[config.mk]
export PLATFORM = sky130hd
export DESIGN_NAME = mirc_router
export DESIGN_NICKNAME = d
export VERILOG_FILES = /design/src/core/mirc_pkg.sv /design/src/core/mirc_router.sv
export SDC_FILE = /design/constraint.sdc
export NUM_CORES = 1
export LEC_CHECK = 0
export ABC_CLOCK_PERIOD_IN_PS = 4250
export BUFFER_PORTS_ARGS = -buffer_cell sky130_fd_sc_hd__buf_2
export CORE_MARGIN = 1
export CORE_UTILIZATION = 52
export CTS_CLUSTER_DIAMETER = 60
export DETAILED_ROUTE_END_ITERATION = 10
export PLACE_DENSITY = 0.86
export SLEW_MARGIN = 20
export SYNTH_ARGS = -nofsm -noshare
export SYNTH_HDL_FRONTEND = slang
export SYNTH_SLANG_ARGS = --single-unit
[constraint.sdc]
create_clock -name CLK -period 4.25 [get_ports CLK]
set_input_delay 0 -clock CLK [delete_from_list [all_inputs] [get_ports CLK]]
set_output_delay 0 -clock CLK [all_outputs]
set_load 0.03 [all_outputs]
[src/core/mirc_pkg.sv]
// package: constants, register map and carrier types for the midi input router
`default_nettype none
package mirc_pkg;
   // register byte addresses (word aligned)
   localparam logic [3:0] REG_ROUTE   = 4'h0;
   localparam logic [3:0] REG_CHAN    = 4'h4;
   localparam logic [3:0] REG_STATUS  = 4'h8;
   localparam logic [3:0] REG_TRKCH   = 4'hc;
   // route register fields
   localparam int ECHO_LSB  = 0;
   localparam int DEST_BIT  = 2;
   localparam int MODE_LSB  = 4;
   // reset values, channel range limits, system status base and bus source count
   localparam logic [1:0] ECHO_RST    = 2'h0;
   localparam logic       DEST_RST    = 1'h1;
   localparam logic [1:0] MODE_RST    = 2'h1;
   localparam logic [4:0] CHAN_RST    = 5'h01;
   localparam logic [4:0] CHAN_MIN    = 5'h01;
   localparam logic [4:0] CHAN_MAX    = 5'h10;
   localparam logic [3:0] TRKCH_RST   = 4'h0;
   localparam logic [7:0] SYS_STATUS  = 8'hf0;
   localparam logic [2:0] BUS_NSRC    = 3'h3;

   typedef enum logic [1:0] {
      MIRC_ECHO_OFF = 2'h0,
      MIRC_ECHO_A   = 2'h1,
      MIRC_ECHO_B   = 2'h2
   } mirc_echo_t;

   typedef enum logic [1:0] {
      MIRC_MODE_OFF    = 2'h0,
      MIRC_MODE_OMNI   = 2'h1,
      MIRC_MODE_MAPPED = 2'h2,
      MIRC_MODE_POLY   = 2'h3
   } mirc_mode_t;

   // one midi byte on a stream; sop marks bytes with bit 7 set
   typedef struct packed {
      logic [7:0] data;
      logic       sop;
   } mirc_byte_t;

   // merge arbiter state
   typedef enum logic [1:0] {
      MIRC_ARB_IDLE = 2'b00,
      MIRC_ARB_ECHO = 2'b01,
      MIRC_ARB_PAD  = 2'b11,
      MIRC_ARB_SEQ  = 2'b10
   } mirc_arb_t;
endpackage : mirc_pkg
`default_nettype wire

[src/core/mirc_router.sv]
// midi input router, sound channel filter and output bus merger
//
// Chosen here: the address map and register access over Avalon-MM.
`default_nettype none
module mirc_router
   import mirc_pkg::*;
(
   input  wire logic        CLK,
   input  wire logic        RESETN,
   // avalon-mm slave
   input  wire logic [3:0]  AVS_ADDRESS,
   input  wire logic        AVS_READ,
   input  wire logic        AVS_WRITE,
   input  wire logic [31:0] AVS_WRITEDATA,
   input  wire logic [3:0]  AVS_BYTEENABLE,
   output logic      [31:0] AVS_READDATA,
   output logic             AVS_WAITREQUEST,
   // parsed midi input bytes
   input  wire mirc_byte_t  IN_BYTE,
   input  wire logic        IN_VALID,
   output logic             IN_READY,
   // mapped-mode hit from per-sound map logic (bus letter already dropped)
   input  wire logic [15:0] MAP_CHAN_HIT,
   // sound engine side
   output mirc_byte_t       SND_BYTE,
   output logic             SND_VALID,
   output logic             SND_KEYZONE_EN,
   output logic             SND_MAPPED,
   // sequencer recorder side
   output mirc_byte_t       REC_BYTE,
   output logic             REC_VALID,
   output logic      [3:0]  REC_TRACK_CHAN,
   // local pad and sequencer events, each with bus select (0 A, 1 B)
   input  wire mirc_byte_t  PAD_BYTE,
   input  wire logic        PAD_VALID,
   input  wire logic        PAD_BUS,
   output logic             PAD_READY,
   input  wire mirc_byte_t  SEQ_BYTE,
   input  wire logic        SEQ_VALID,
   input  wire logic        SEQ_BUS,
   output logic             SEQ_READY,
   // output buses
   output mirc_byte_t       OUTA_BYTE,
   output logic             OUTA_VALID,
   input  wire logic        OUTA_READY,
   output mirc_byte_t       OUTB_BYTE,
   output logic             OUTB_VALID,
   input  wire logic        OUTB_READY
);

////////////////////////////////////////////////////////////////////////////
   logic [1:0]  echo_ff;
   logic        dest_snd_ff;
   logic [1:0]  mode_ff;
   logic [4:0]  chan_ff;
   logic [3:0]  trkch_ff;
   logic        ack_ff;
   logic [31:0] rdata_ff;
   logic [4:0]  wr_chan;
   logic        req;
   logic [31:0] nxt_rdata;
   logic [7:0]  drop_cnt_ff;

   assign req             = AVS_READ | AVS_WRITE;
   // one wait state: every access answers on the second edge
   assign AVS_WAITREQUEST = req & ~ack_ff;
   assign AVS_READDATA    = rdata_ff;
   assign wr_chan         = AVS_WRITEDATA[4:0];

   always_ff @(posedge CLK) begin
      if (!RESETN) begin
         ack_ff <= 1'b0;
      end else begin
         ack_ff <= req & ~ack_ff;
      end
   end

   always_ff @(posedge CLK) begin
      if (!RESETN) begin
         echo_ff     <= ECHO_RST;
         dest_snd_ff <= DEST_RST;
         mode_ff     <= MODE_RST;
         chan_ff     <= CHAN_RST;
         trkch_ff    <= TRKCH_RST;
      end else if (AVS_WRITE && ack_ff && AVS_BYTEENABLE[0]) begin
         unique case (AVS_ADDRESS)
            REG_ROUTE: begin
               if (AVS_WRITEDATA[ECHO_LSB +: 2] != 2'h3) begin
                  echo_ff <= AVS_WRITEDATA[ECHO_LSB +: 2];
               end
               dest_snd_ff <= AVS_WRITEDATA[DEST_BIT];
               mode_ff     <= AVS_WRITEDATA[MODE_LSB +: 2];
            end
            REG_CHAN: begin
               if (wr_chan >= CHAN_MIN && wr_chan <= CHAN_MAX) begin
                  chan_ff <= wr_chan;
               end
            end
            REG_TRKCH: trkch_ff <= AVS_WRITEDATA[3:0];
            default: ;
         endcase
      end
   end

   always_comb begin
      nxt_rdata = 32'h0;
      unique case (AVS_ADDRESS)
         REG_ROUTE: begin
            nxt_rdata[ECHO_LSB +: 2] = echo_ff;
            nxt_rdata[DEST_BIT]      = dest_snd_ff;
            nxt_rdata[MODE_LSB +: 2] = mode_ff;
         end
         REG_CHAN:   nxt_rdata[4:0] = chan_ff;
         REG_STATUS: nxt_rdata[7:0] = drop_cnt_ff;
         REG_TRKCH:  nxt_rdata[3:0] = trkch_ff;
         default:    nxt_rdata = 32'h0;
      endcase
   end

   always_ff @(posedge CLK) begin
      if (!RESETN) begin
         rdata_ff <= 32'h0;
      end else if (AVS_READ && !ack_ff) begin
         rdata_ff <= nxt_rdata;
      end
   end

////////////////////////////////////////////////////////////////////////////
   // running status: channel of the last channel status byte (below SYS_STATUS) applies to data bytes
   logic [7:0] last_status_ff;
   logic [7:0] cur_status;
   logic       is_sys;
   logic       chan_ok;
   logic       snd_accept;
   logic       in_fire;
   logic       echo_busy;

   assign cur_status = IN_BYTE.data[7] ? IN_BYTE.data : last_status_ff;
   assign is_sys     = cur_status >= SYS_STATUS;

   always_ff @(posedge CLK) begin
      if (!RESETN) begin
         last_status_ff <= 8'h00;
      end else if (in_fire && IN_BYTE.data[7] &&
                   IN_BYTE.data < SYS_STATUS) begin
         last_status_ff <= IN_BYTE.data;
      end
   end

   always_comb begin
      unique case (mirc_mode_t'(mode_ff))
         MIRC_MODE_OFF:    chan_ok = 1'b0;
         MIRC_MODE_OMNI:   chan_ok = 1'b1;
         MIRC_MODE_POLY:   chan_ok = cur_status[3:0] == 4'(chan_ff - 5'h01);
         MIRC_MODE_MAPPED: chan_ok = MAP_CHAN_HIT[cur_status[3:0]];
      endcase
   end

   assign snd_accept = is_sys | chan_ok;
   // echo stalls input so nothing is dropped from the echo copy
   assign IN_READY   = ~echo_busy;
   assign in_fire    = IN_VALID & IN_READY;
   assign SND_KEYZONE_EN = dest_snd_ff & (mode_ff != MIRC_MODE_MAPPED);
   assign SND_MAPPED     = dest_snd_ff & (mode_ff == MIRC_MODE_MAPPED);
   assign REC_TRACK_CHAN = trkch_ff;

   always_ff @(posedge CLK) begin
      if (!RESETN) begin
         SND_BYTE  <= '0;
         SND_VALID <= 1'b0;
         REC_BYTE  <= '0;
         REC_VALID <= 1'b0;
      end else begin
         SND_BYTE  <= IN_BYTE;
         REC_BYTE  <= IN_BYTE;
         SND_VALID <= in_fire & dest_snd_ff & snd_accept;
         REC_VALID <= in_fire & ~dest_snd_ff;
      end
   end

   always_ff @(posedge CLK) begin
      if (!RESETN) begin
         drop_cnt_ff <= 8'h00;
      end else if (in_fire && dest_snd_ff && !snd_accept) begin
         drop_cnt_ff <= drop_cnt_ff + 8'h01;
      end
   end

////////////////////////////////////////////////////////////////////////////
   // echo holding register, one byte
   mirc_byte_t echo_byte_ff;
   logic       echo_full_ff;
   logic       echo_bus_ff;
   logic       echo_take_a;
   logic       echo_take_b;

   assign echo_busy = echo_full_ff;

   always_ff @(posedge CLK) begin
      if (!RESETN) begin
         echo_full_ff <= 1'b0;
         echo_byte_ff <= '0;
         echo_bus_ff  <= 1'b0;
      end else if (in_fire && echo_ff != MIRC_ECHO_OFF) begin
         echo_full_ff <= 1'b1;
         echo_byte_ff <= IN_BYTE;
         echo_bus_ff  <= (echo_ff == MIRC_ECHO_B);
      end else if (echo_take_a || echo_take_b) begin
         echo_full_ff <= 1'b0;
      end
   end

////////////////////////////////////////////////////////////////////////////
   // per-bus merge: echo first, then pad, then sequencer
   logic [1:0] bus_ready;
   logic [1:0] pad_grant;
   logic [1:0] seq_grant;
   logic [1:0] echo_grant;
   mirc_byte_t bus_byte [2];
   logic [1:0] bus_valid_ff;

   assign bus_ready = {OUTB_READY | ~bus_valid_ff[1],
                       OUTA_READY | ~bus_valid_ff[0]};

   genvar b;
   generate
      for (b = 0; b < 2; b++) begin : g_bus
         logic echo_req;
         logic pad_req;
         logic seq_req;
         assign echo_req = echo_full_ff & (echo_bus_ff == 1'(b));
         assign pad_req  = PAD_VALID & (PAD_BUS == 1'(b));
         assign seq_req  = SEQ_VALID & (SEQ_BUS == 1'(b));
         assign echo_grant[b] = bus_ready[b] & echo_req;
         assign pad_grant[b]  = bus_ready[b] & ~echo_req & pad_req;
         assign seq_grant[b]  = bus_ready[b] & ~echo_req & ~pad_req & seq_req;

         always_ff @(posedge CLK) begin
            if (!RESETN) begin
               bus_valid_ff[b] <= 1'b0;
               bus_byte[b]     <= '0;
            end else if (bus_ready[b]) begin
               bus_valid_ff[b] <= echo_req | pad_req | seq_req;
               bus_byte[b]     <= echo_req ? echo_byte_ff :
                                  pad_req  ? PAD_BYTE : SEQ_BYTE;
            end
         end
      end
   endgenerate

   assign echo_take_a = echo_grant[0];
   assign echo_take_b = echo_grant[1];
   assign PAD_READY   = |pad_grant;
   assign SEQ_READY   = |seq_grant;
   assign OUTA_BYTE   = bus_byte[0];
   assign OUTA_VALID  = bus_valid_ff[0];
   assign OUTB_BYTE   = bus_byte[1];
   assign OUTB_VALID  = bus_valid_ff[1];
endmodule // mirc_router
`default_nettype wire

==> qor.yml, run 1 <==
cts:
  clock_latency_ps: 350
  clk_path_buf_depth: 2
  post_cts_buffers: 0
  cts_tree: "done"
  cts.clk_slew.worst_paths_ps: 80
  cts_resized: 0
  cts_root_buf: "clkbuf_8"
  cts_buffers: 9
  hold_buffers: 18
  htree_levels: 3
  clock_sinks: 81
global_routing:
  grt_max_degree: 42
  grt_pass1_vias: 3345
  grt.total_usage_pct: 23.0
  antenna_found_initial: 0
  grt_pass1_wl_um: 15300
  grt-ovfl-total: 0
timing:
  maxSlewHeadroom_pct: 51.3
  rsz0062_at_grt: "no"
  fin_worst_skew_ps: 12.5
  worst_pin_slew_ps: 727
  hold_viol: 0
  setup_tns_ps: 0
  period_needed_ps: 2510
  maxSlewViolCount: 0
  finalCritPeriodShare_pct: 59.1
  layout_setup_ws_ps: 1740
  fmaxAchievable_ghz: 0.398
  setup_viol: 0
min_path:
  hp-start: "SEQ_BUS"
  min_path_type: "input pin to flop"
  hold_depth: 3
  worstHoldEndpoint: "OUTB_VALID"
synthesis:
  yosysTopAreaCellShare_pct: 30.7
  synth_area_leaders: "dfxtp_1, edfxtp_1, mux2i_1"
  syn_area_per_cell_um2: 9.25
  yosysWarnings: 0
  yosys_register_bits: 81
  synth_seq_area_share_pct: 43.8
  synth_ff_type: "dfxtp_1"
  synth_edf_count: 18
  synthTopCellsByCount: "dfxtp_1, nand2_1, nor2_1"
  ys_async_sr_fraction_pct: 0
  postSynthCellCount: 444
  yosys.cell_types.count: 49
  syn_area_mm2: 0.00411
  synth_area_leader_cell: "dfxtp_1"
finish:
  nets: 659
  drive_above_1_share_pct: 26.6
  syn2layout_area_growth_pct: 21.4
  diodes: 0
  final_core_util_pct: 64.9
  fill_cells: 644
  finalInstanceArea_mm2: 0.00499
floorplanning:
  die_h_um: 90.9
  dieWidth_um: 90.9
  core_region_area_mm2: 0.00769
  initial_core_util_pct: 53.5
  rows: 32
  io_pins: 176
  dieArea_mm2: 0.00826
routing:
  antenna_left: 0
  drc_errors: 0
  routedWlPerCell_um: 14.3
  viasPerCell: 5.46
  vias: 3655
  drtPass1Iterations: 5
  route.final.wire_length_um: 9560
  initialDrtViolationCount: 217
worst_setup_path:
  cp_top_family: "multiplexers"
  crit_path_frequent_cell: "mux2i_1"
  worstSetupStartpointType: "input pin"
  cp_slowest_stage_delay_ps: 530
  worst-setup-path-type: "input pin to flop"
  cp_slowest_cell: "dlygate4sd3_1"
  cp.arrival_ps: 2750
  crit_fanout: 9
  rr_worst_depth: 7
  cp-end-kind: "flop"
  cp.required_ps: 4490
  regToRegStartpoint: "last_status_ff[1]"
  r2r_slack_ps: 1880
  r2r-end: "drop_cnt_ff[7]"
  path_cells: "dlygate4sd3_1 -> buf_2 -> mux2_4 -> mux4_1 -> mux2i_1 -> o211ai_1 -> nor4_4 -> nand3_1 -> mux2i_1"
  cp_num_buf_inv: 2
placement:
  dpl.hpwl_um: 6790
  portBuffers: 122
  pre_cts_slack_ps: 1890
  place_congestion: 0.947
  post_dp_cell_area_mm2: 0.00460
status:
  status: "complete, no violations"
power_and_ir_drop:
  leakagePower_nw: 2.34
  p_per_area_mw_per_mm2: 342
  ir_worst_vdd_mv: 0.230
job:
  maxCapViolCount: 0
cell families (layout without fill, tap and decap cells):
kind of cell	count (synthesis)	after routing	share of synthesized area (%)
multiplexers	43	43	13.2
AO/OA/AOI/OAI	63	63	10.4
flip-flops	81	81	43.8
adder cells (fa/ha/maj)	2	2	0.609
AND/OR/NAND/NOR	186	186	21.7
other	1	24	0.0913
XOR/XNOR	7	7	1.49
buffers and inverters	61	162	8.77
layout make-up:
cell class	count	area (um^2)	share of cell area [%]
clock inverter	7	85.1	1.71
tap	102	128	2.56
clock buffer	9	124	2.48
sequential	81	1800	36.1
multi-input combinational	325	2040	40.8
inverter	6	22.5	0.452
timing repair buffer	140	791	15.9
state kept, by name, indices dropped and copies added (netlist names), 2 cells and up:
register        flops
REC_BYTE            9
chan_ff             5
bus_byte           18
echo_ff             2
drop_cnt_ff         8
AVS_READDATA        8
echo_byte_ff        9
mode_ff             2
last_status_ff      8
REC_TRACK_CHAN      4
where the power goes:
group | switching [W] | total (W) | internal (W)
registers | 0.00000981 | 0.000824 | 0.000815
logic | 0.000183 | 0.000278 | 0.0000950
clock network | 0.000277 | 0.000602 | 0.000325
total | 0.000470 | 0.00170 | 0.00123
layout by cell type, fill, tap and decap left out, types with 4 or more instances in the layout:
cell type / netlist / layout
xnor2_1: 4 / 4
a21oi_1: 22 / 22
mux4_1: 4 / 4
nand4_1: 6 / 6
and2_1: 9 / 9
edfxtp_1: 18 / 18
buf_2: 0 / 122
a211oi_1: 10 / 10
dlygate4sd3_1: 0 / 18
a22oi_1: 5 / 5
clkbuf_8: 0 / 9
nand3_1: 17 / 17
nand2_1: 63 / 63
a311oi_1: 9 / 9
conb_1: 1 / 24
dfxtp_1: 63 / 63
nor2b_1: 6 / 5
nor3_1: 8 / 8
nor2_1: 47 / 47
mux2i_1: 32 / 32
o21ai_0: 4 / 4
nand2b_1: 12 / 12
inv_1: 6 / 5
worst max-delay path by stage:
stage | startpoint | end | slack (ps) | depth (start not counted)
after floorplan | last_status_ff[1] | drop_cnt_ff[3] | 2150 | 7
after global placement | last_status_ff[1] | drop_cnt_ff[7] | 1960 | 7
after detailed placement | last_status_ff[1] | drop_cnt_ff[7] | 1890 | 7
after CTS | IN_BYTE[8] | drop_cnt_ff[7] | 1760 | 9
after global routing | IN_BYTE[8] | drop_cnt_ff[7] | 1570 | 9
final | IN_BYTE[8] | drop_cnt_ff[7] | 1740 | 9
metal layers:
layer	share of wire (%)	vias up	global-route usage, %
li1	-	1758	-
met2	51	168	42.4
met5	0	-	0
met1	41	1711	26.8
met4	1.8	0	8.33
met3	6.6	18	3.79
stage by stage:
stage,power [W],std cells,hold WS (ps)
2_1_floorplan,0.00105,467,122
3_3_place_gp,0.00110,636,235
3_5_place_dp,0.00110,636,236
4_1_cts,0.00171,670,18.6
5_1_grt,0.00176,670,30.1
6_report,0.00170,670,29.0
worst min-delay path: cells and delay by family:
kind,cells,cell delay [ps]
and+or+nand+nor,1,60
buffers and inverters,1,120
AOI/OAI and AO/OA,1,120
No activity file was read; power rests on OpenSTA's default activity.
==> run 2, diff against run 1 <==
ABC_CLOCK_PERIOD_IN_PS = 2100   (was 4250)
CORE_UTILIZATION = 43   (was 52)
PLACE_DENSITY = 0.76   (was 0.86)
clock period = 2.1 ns   (was 4.25 ns; I/O delays follow)
==> run 2 against run 1 <==
  * The flow now finishes with violations (setup timing)
  * Via count shrank 0.74%
  * Sequential cell count is the same
  * Global-route usage shrank 2.5 points
  * Cell area grew 2.5%
  * Die area grew 20%
  * First-iteration DRC count shrank 54%
  * Worst hold slack is essentially flat
  * Utilization shrank 9.6 points
  * Final cell count grew 6.3%
  * Non-clock buffer count grew 15
  * Critical path depth shrank 1
==> qor.yml, run 2 (synthesis gave the netlist of run 1 again) <==
global_routing:
  antenna_found_initial: 0  # unchanged
  grt_pass1_vias: 3444  # +3.0%
  grt-ovfl-total: 0  # unchanged
  grt_pass1_wl_um: 16200  # +6.1%
  grt_max_degree: 41  # -2.4%
  grt.total_usage_pct: 20.5  # -2.5 points
status:
  status: "finished with violations"
  failed_checks: "setup timing"
job:
  maxCapViolCount: 0  # unchanged
finish:
  largest_reg_flops: 18  # unchanged
  nets: 674  # +2.3%
  final_core_util_pct: 55.3  # -9.6 points
  seqCellArea_mm2: 0.00180  # about the same
  syn2layout_area_growth_pct: 24.4
  multi_input_area_mm2: 0.00205  # +0.80%
  max_flop_register: "bus_byte"
  drive_above_1_share_pct: 30.2  # +3.6 points
  diodes: 0  # unchanged
  final_common_cell: "buf_2"
  final_cell_mix: "buf_2, dfxtp_1, nand2_1, nor2_1, mux2i_1"
  largestRegisters: "bus_byte: 18 flops, REC_BYTE: 9 flops, echo_byte_ff: 9 flops"
  fill_cells: 872  # +35%
placement:
  place_congestion: 0.885  # -6.5%
  pre_cts_slack_ps: -136  # -2030 ps
  dpl.hpwl_um: 7330  # +8.0%
  portBuffers: 122  # unchanged
floorplanning:
  io_pins: 176  # unchanged
  rows: 35  # +9.4%
  dieArea_mm2: 0.00995  # +20%
  dieWidth_um: 99.8  # +9.8%
  die_h_um: 99.8  # +9.8%
  initial_core_util_pct: 44.5  # -9.0 points
  core_region_area_mm2: 0.00924  # +20%
timing:
  period_needed_ps: 2240
  fin_worst_skew_ps: 11.1  # -1.40 ps
  fmaxAchievable_ghz: 0.447
  maxSlewViolCount: 0  # unchanged
  hold_viol: 0  # unchanged
  rsz0062_at_grt: "yes"
  holdWs_ps: 28.6  # -0.332 ps
  layout_setup_ws_ps: -138  # -1880 ps
  finalCritPeriodShare_pct: 107
  worst_pin_slew_ps: 639  # -88.2 ps
  setup_viol: 9  # +9
  setup_tns_ps: -718  # -718 ps
  maxSlewHeadroom_pct: 57.2  # +5.9 points
routing:
  route.final.wire_length_um: 10000  # +4.9%
  vias: 3628  # -0.74%
  viasPerCell: 5.10  # -6.6%
  drtPass1Iterations: 4  # -1
  drc_errors: 0  # unchanged
  initialDrtViolationCount: 100  # -54%
  routedWlPerCell_um: 14.1  # -1.3%
  antenna_left: 0  # unchanged
min_path:
  min_path_type: "input pin to flop"
cts:
  htree_levels: 3  # unchanged
  cts_buffers: 9  # unchanged
  cts.clk_slew.worst_paths_ps: 80  # about the same
  clk_path_buf_depth: 2  # unchanged
  cts_root_buf: "clkbuf_8"
  clock_sinks: 81  # unchanged
  clock_latency_ps: 340  # about the same
  cts_tree: "done"
worst_setup_path:
  cp.depth: 8  # -1
  crit_fanout: 5  # -4
  r2r_slack_ps: -140  # -2020 ps
  cp_slowest_cell: "mux4_2"
  r2r-end: "drop_cnt_ff[4]"
  path_cells: "mux2_4 -> mux4_2 -> mux2i_1 -> nor3_2 -> nor4_4 -> buf_4 -> nand4_1 -> mux2i_1"
  cp.arrival_ps: 2450  # -300 ps
  regToRegStartpoint: "last_status_ff[1]"
  crit_end: "drop_cnt_ff[4]"
  cp_slowest_stage_delay_ps: 430  # -100 ps
  worst-setup-path-type: "flop to flop"
  crit_start: "last_status_ff[1]"
  cp-end-kind: "flop"
  rr_worst_depth: 8  # +1
  cp.required_ps: 2320  # -2170 ps
  cp_top_family: "multiplexers"
  cp_num_buf_inv: 1  # -1
  worstSetupStartpointType: "flop"
  crit_path_frequent_cell: "mux2i_1"
power_and_ir_drop:
  p_per_area_mw_per_mm2: 637  # +86%
  leakagePower_nw: 2.38  # +1.8%
  ir_worst_vdd_mv: 0.372  # +62%
-- run 2: changes by cell type in the layout (fill, tap and decap cells not counted), sizes merged --
cell         change
bufinv           -2
buf             +16
dlygate4sd3      -1
clkbuf           +4
clkinv           -2
-- run 2: routing by layer --
layer	vias up	track usage (%)	wire [um]	part of all wire (%)
li1	1776	-	-	-
met1	1711	25.0	4290	43
met2	129	36.3	5110	51
met3	12	4.08	531	5.3
met4	0	6.33	97	0.97
met5	-	0	0	0
-- run 2: where the power goes --
part | internal (W) | switching [W]
sequential | 0.00165 | 0.0000203
clock | 0.000461 | 0.000542
combinational | 0.000206 | 0.000378
-- run 2: tightest hold or removal path: stages --
cell     delay (ps)
buf_2           120
nand2_1          60
a41oi_1         110
-- run 2: cell type report --
type | count | area share, %
Multi-Input combinational cell | 325 | 40.2
Sequential cell | 81 | 35.3
Timing Repair Buffer | 155 | 17.7
Tap cell | 129 | 3.16
Clock buffer | 13 | 2.91
Inverter | 6 | 0.441
Clock inverter | 3 | 0.343
-- run 2: stage by stage --
stage / power, W / instances / instance area (um^2)
detailed placement: 0.00225 / 676 / 4730
global placement: 0.00224 / 676 / 4730
CTS: 0.00328 / 710 / 5070
floorplan: 0.00212 / 467 / 4200
finish: 0.00326 / 712 / 5110
global route: 0.00340 / 712 / 5110
-- run 2: timing repair --
item / in CTS / in global routing
endpoints found under the setup margin: 8 / 9
resized for setup: 9 / 7
hold buffers: 17 / 0
cloned: 1 / 0
pin swaps: 3 / 3
buffers inserted: 0 / 2
endpoints found under the hold margin: 35 / 0
-- run 2: how the worst min path moves through the flow --
stage | to | slack, ps | startpoint | cells after the start
after detailed placement | mode_ff[1] | 240 | AVS_WRITEDATA[5] | 3
after global placement | mode_ff[1] | 230 | AVS_WRITEDATA[5] | 3
after global routing | OUTB_VALID | 20 | SEQ_BUS | 3
after floorplan | REC_BYTE[0] | 120 | IN_BYTE[0] | 1
final | OUTB_VALID | 30 | SEQ_BUS | 3
after CTS | OUTB_VALID | 10 | SEQ_BUS | 3
==> run 3, diff against run 2 <==
==> constraint.sdc (replaced) <==
create_clock -name CLK -period 2.1 [get_ports CLK]
set_input_delay 0.105 -clock CLK [delete_from_list [all_inputs] [get_ports CLK]]
set_output_delay 0.105 -clock CLK [all_outputs]
set_load 0.03 [all_outputs]
==> run 3 against run 2 <==
  * Clock power increased by 9%
  * Global-route usage shrank 0.79 points
  * Clock skew shrank 1.0 ps
  * Via count fell by 0.44%
  * Critical path type unchanged
  * The run still ends with setup timing left
  * Die area unchanged
  * Final cell count shrank 1.8%
==> qor.yml, run 3 (synthesis gave the netlist of run 1 again) <==
timing:
  holdWs_ps: 14.3  # -14.3 ps
  maxSlewViolCount: 0  # unchanged
  maxSlewHeadroom_pct: 58.7  # +1.4 points
  hold_viol: 0  # unchanged
  period_needed_ps: 2230  # -10.2 ps
  fmaxAchievable_ghz: 0.449  # +0.46%
  worst_pin_slew_ps: 616  # -22.8 ps
  rsz0062_at_grt: "yes"
  layout_setup_ws_ps: -127  # +10.2 ps
  finalCritPeriodShare_pct: 106  # -0.49 points
  setup_viol: 9  # unchanged
  fin_worst_skew_ps: 10.1  # -1.01 ps
cts:
  cts_tree: "done"
  clock_sinks: 81  # unchanged
  clock_latency_ps: 350  # about the same
  cts.clk_slew.worst_paths_ps: 80  # about the same
  htree_levels: 3  # unchanged
  cts_buffers: 9  # unchanged
  clk_path_buf_depth: 2  # unchanged
  cts_root_buf: "clkbuf_8"
global_routing:
  grt-ovfl-total: 0  # unchanged
  grt_max_degree: 41  # unchanged
  grt_pass1_wl_um: 15500  # -4.7%
  antenna_found_initial: 0  # unchanged
  grt_pass1_vias: 3397  # -1.4%
  grt.total_usage_pct: 19.7  # -0.79 points
routing:
  drtPass1Iterations: 4  # unchanged
  met3_wirelength_um: 548  # +3.2%
  viasPerCell: 5.17  # +1.4%
  initialDrtViolationCount: 99  # -1.0%
  drc_errors: 0  # unchanged
  vias: 3612  # -0.44%
  routedWlPerCell_um: 13.8  # -2.1%
  met2_length_um: 4750  # -7.1%
  antenna_left: 0  # unchanged
  wl_met1_um: 4050  # -5.5%
  highest_layer: "met4"
  route.final.wire_length_um: 9640  # -3.9%
status:
  failed_checks: "setup timing"
  status: "finished with violations"
worst_setup_path:
  crit_fanout: 5  # unchanged
  worstSetupStartpointType: "flop"
  cp_slowest_cell: "or4_1"
  cp-end-kind: "flop"
  cp.arrival_ps: 2470  # +20 ps
  worst-setup-path-type: "flop to flop"
  cp_slowest_stage_delay_ps: 530  # +100 ps
  path_cells: "mux2_4 -> mux4_2 -> mux2i_2 -> nor3_2 -> or4_1 -> and4_1"
  cp.required_ps: 2340  # +20 ps
placement:
  dpl.hpwl_um: 7310  # -0.31%
  place_congestion: 0.916  # +3.5%
  portBuffers: 122  # unchanged
  dp_cells: 679  # +0.44%
  pre_cts_slack_ps: -100  # +36.1 ps
floorplanning:
  dieArea_mm2: 0.00995  # unchanged
  rows: 35  # unchanged
  io_pins: 176  # unchanged
  initial_core_util_pct: 44.5  # unchanged
  die_h_um: 99.8  # unchanged
  core_region_area_mm2: 0.00924  # unchanged
  dieWidth_um: 99.8  # unchanged
job:
  maxCapViolCount: 0  # unchanged
power_and_ir_drop:
  clkPwrFrac_pct: 32.9  # +2.1 points
  comb_power_share_pct: 17.0  # -0.9 points
  p_total_w: 0.00333  # +2.2%
  sequentialPowerShare_pct: 50.2  # -1.1 points
  p_per_area_mw_per_mm2: 668  # +4.9%
  switching_power_w: 0.000935  # -0.47%
  p_sw_share_pct: 28.1  # -0.75 points
  p_int_w: 0.00239  # +3.3%
  leakagePower_nw: 2.33  # -2.0%
  ir_worst_vdd_mv: 0.300  # -20%
finish:
  syn2layout_area_growth_pct: 21.1
  max_flop_register: "bus_byte"
  nets: 661  # -1.9%
  final_cell_mix: "buf_2, nand2_1, dfxtp_1, nor2_1, mux2i_1"
  fill_cells: 866  # -0.69%
  drive_above_1_share_pct: 30.2  # about the same
  largestRegisters: "bus_byte: 18 flops, REC_BYTE: 9 flops, echo_byte_ff: 9 flops"
  final_common_cell: "buf_2"
  seqCellArea_mm2: 0.00180  # unchanged
  final_cells: 699  # -1.8%
  multi_input_area_mm2: 0.00204  # -0.61%
  diodes: 0  # unchanged
  largest_reg_flops: 18  # unchanged
  final_core_util_pct: 53.9  # -1.4 points
min_path:
  min_path_type: "input pin to flop"
[run 3: timing repair]
action,CTS,global route
setup buffers,1,1
endpoints found under the setup margin,8,9
pin swaps,1,0
hold buffers,2,0
hold endpoints to repair,3,0
gates resized for setup,4,4
cloned,0,0
[run 3: path summary, 6_finish.rpt]
path / startpoint / slack (ps) / end / depth (start not counted)
hold / removal: AVS_WRITEDATA[4] / 10 / mode_ff[0] / 3
hold reg to reg: AVS_READDATA[7] / 450 / AVS_READDATA[7] / 2
setup / recovery: last_status_ff[1] / -130 / SND_VALID / 6
setup reg to reg: last_status_ff[1] / -130 / SND_VALID / 6
[run 3: cell type report]
| class | instances | share of cell area (%) |
|---|---|---|
| Inverter | 6 | 0.452 |
| Clock buffer | 13 | 2.79 |
| Multi-Input combinational cell | 325 | 41.0 |
| Clock inverter | 3 | 0.855 |
| Timing Repair Buffer | 142 | 15.5 |
| Sequential cell | 81 | 36.2 |
| Tap cell | 129 | 3.24 |
[run 3: power groups by stage]
stage / sequential, W / combinational [W] / clock [W]
floorplan: 0.00180 / 0.000317 / 0
detailed placement: 0.00171 / 0.000550 / 0
global route: 0.00168 / 0.000606 / 0.00119
finish: 0.00167 / 0.000564 / 0.00109
CTS: 0.00167 / 0.000561 / 0.00112
global placement: 0.00170 / 0.000543 / 0
[run 3: per-stage QoR]
step / setup TNS, ps / cell area, um^2
after CTS: -514 / 4960
after global routing: -1370 / 4980
after global placement: -140 / 4750
after floorplan: 0 / 4200
final: -635 / 4980
after detailed placement: -402 / 4750
[run 3: layer usage]
| layer | up-vias | track usage (%) |
|---|---|---|
| li1 | 1751 | - |
| met1 | 1674 | 23.1 |
| met2 | 158 | 34.0 |
| met3 | 29 | 3.79 |
| met4 | 0 | 10.6 |
| met5 | - | 0 |
[run 3: worst max-delay path: cells and delay by family, from the launching register on]
kind	cells	cell delay [ps]
flip-flops	1	330
multiplexers	3	950
AND/OR/NAND/NOR	3	840
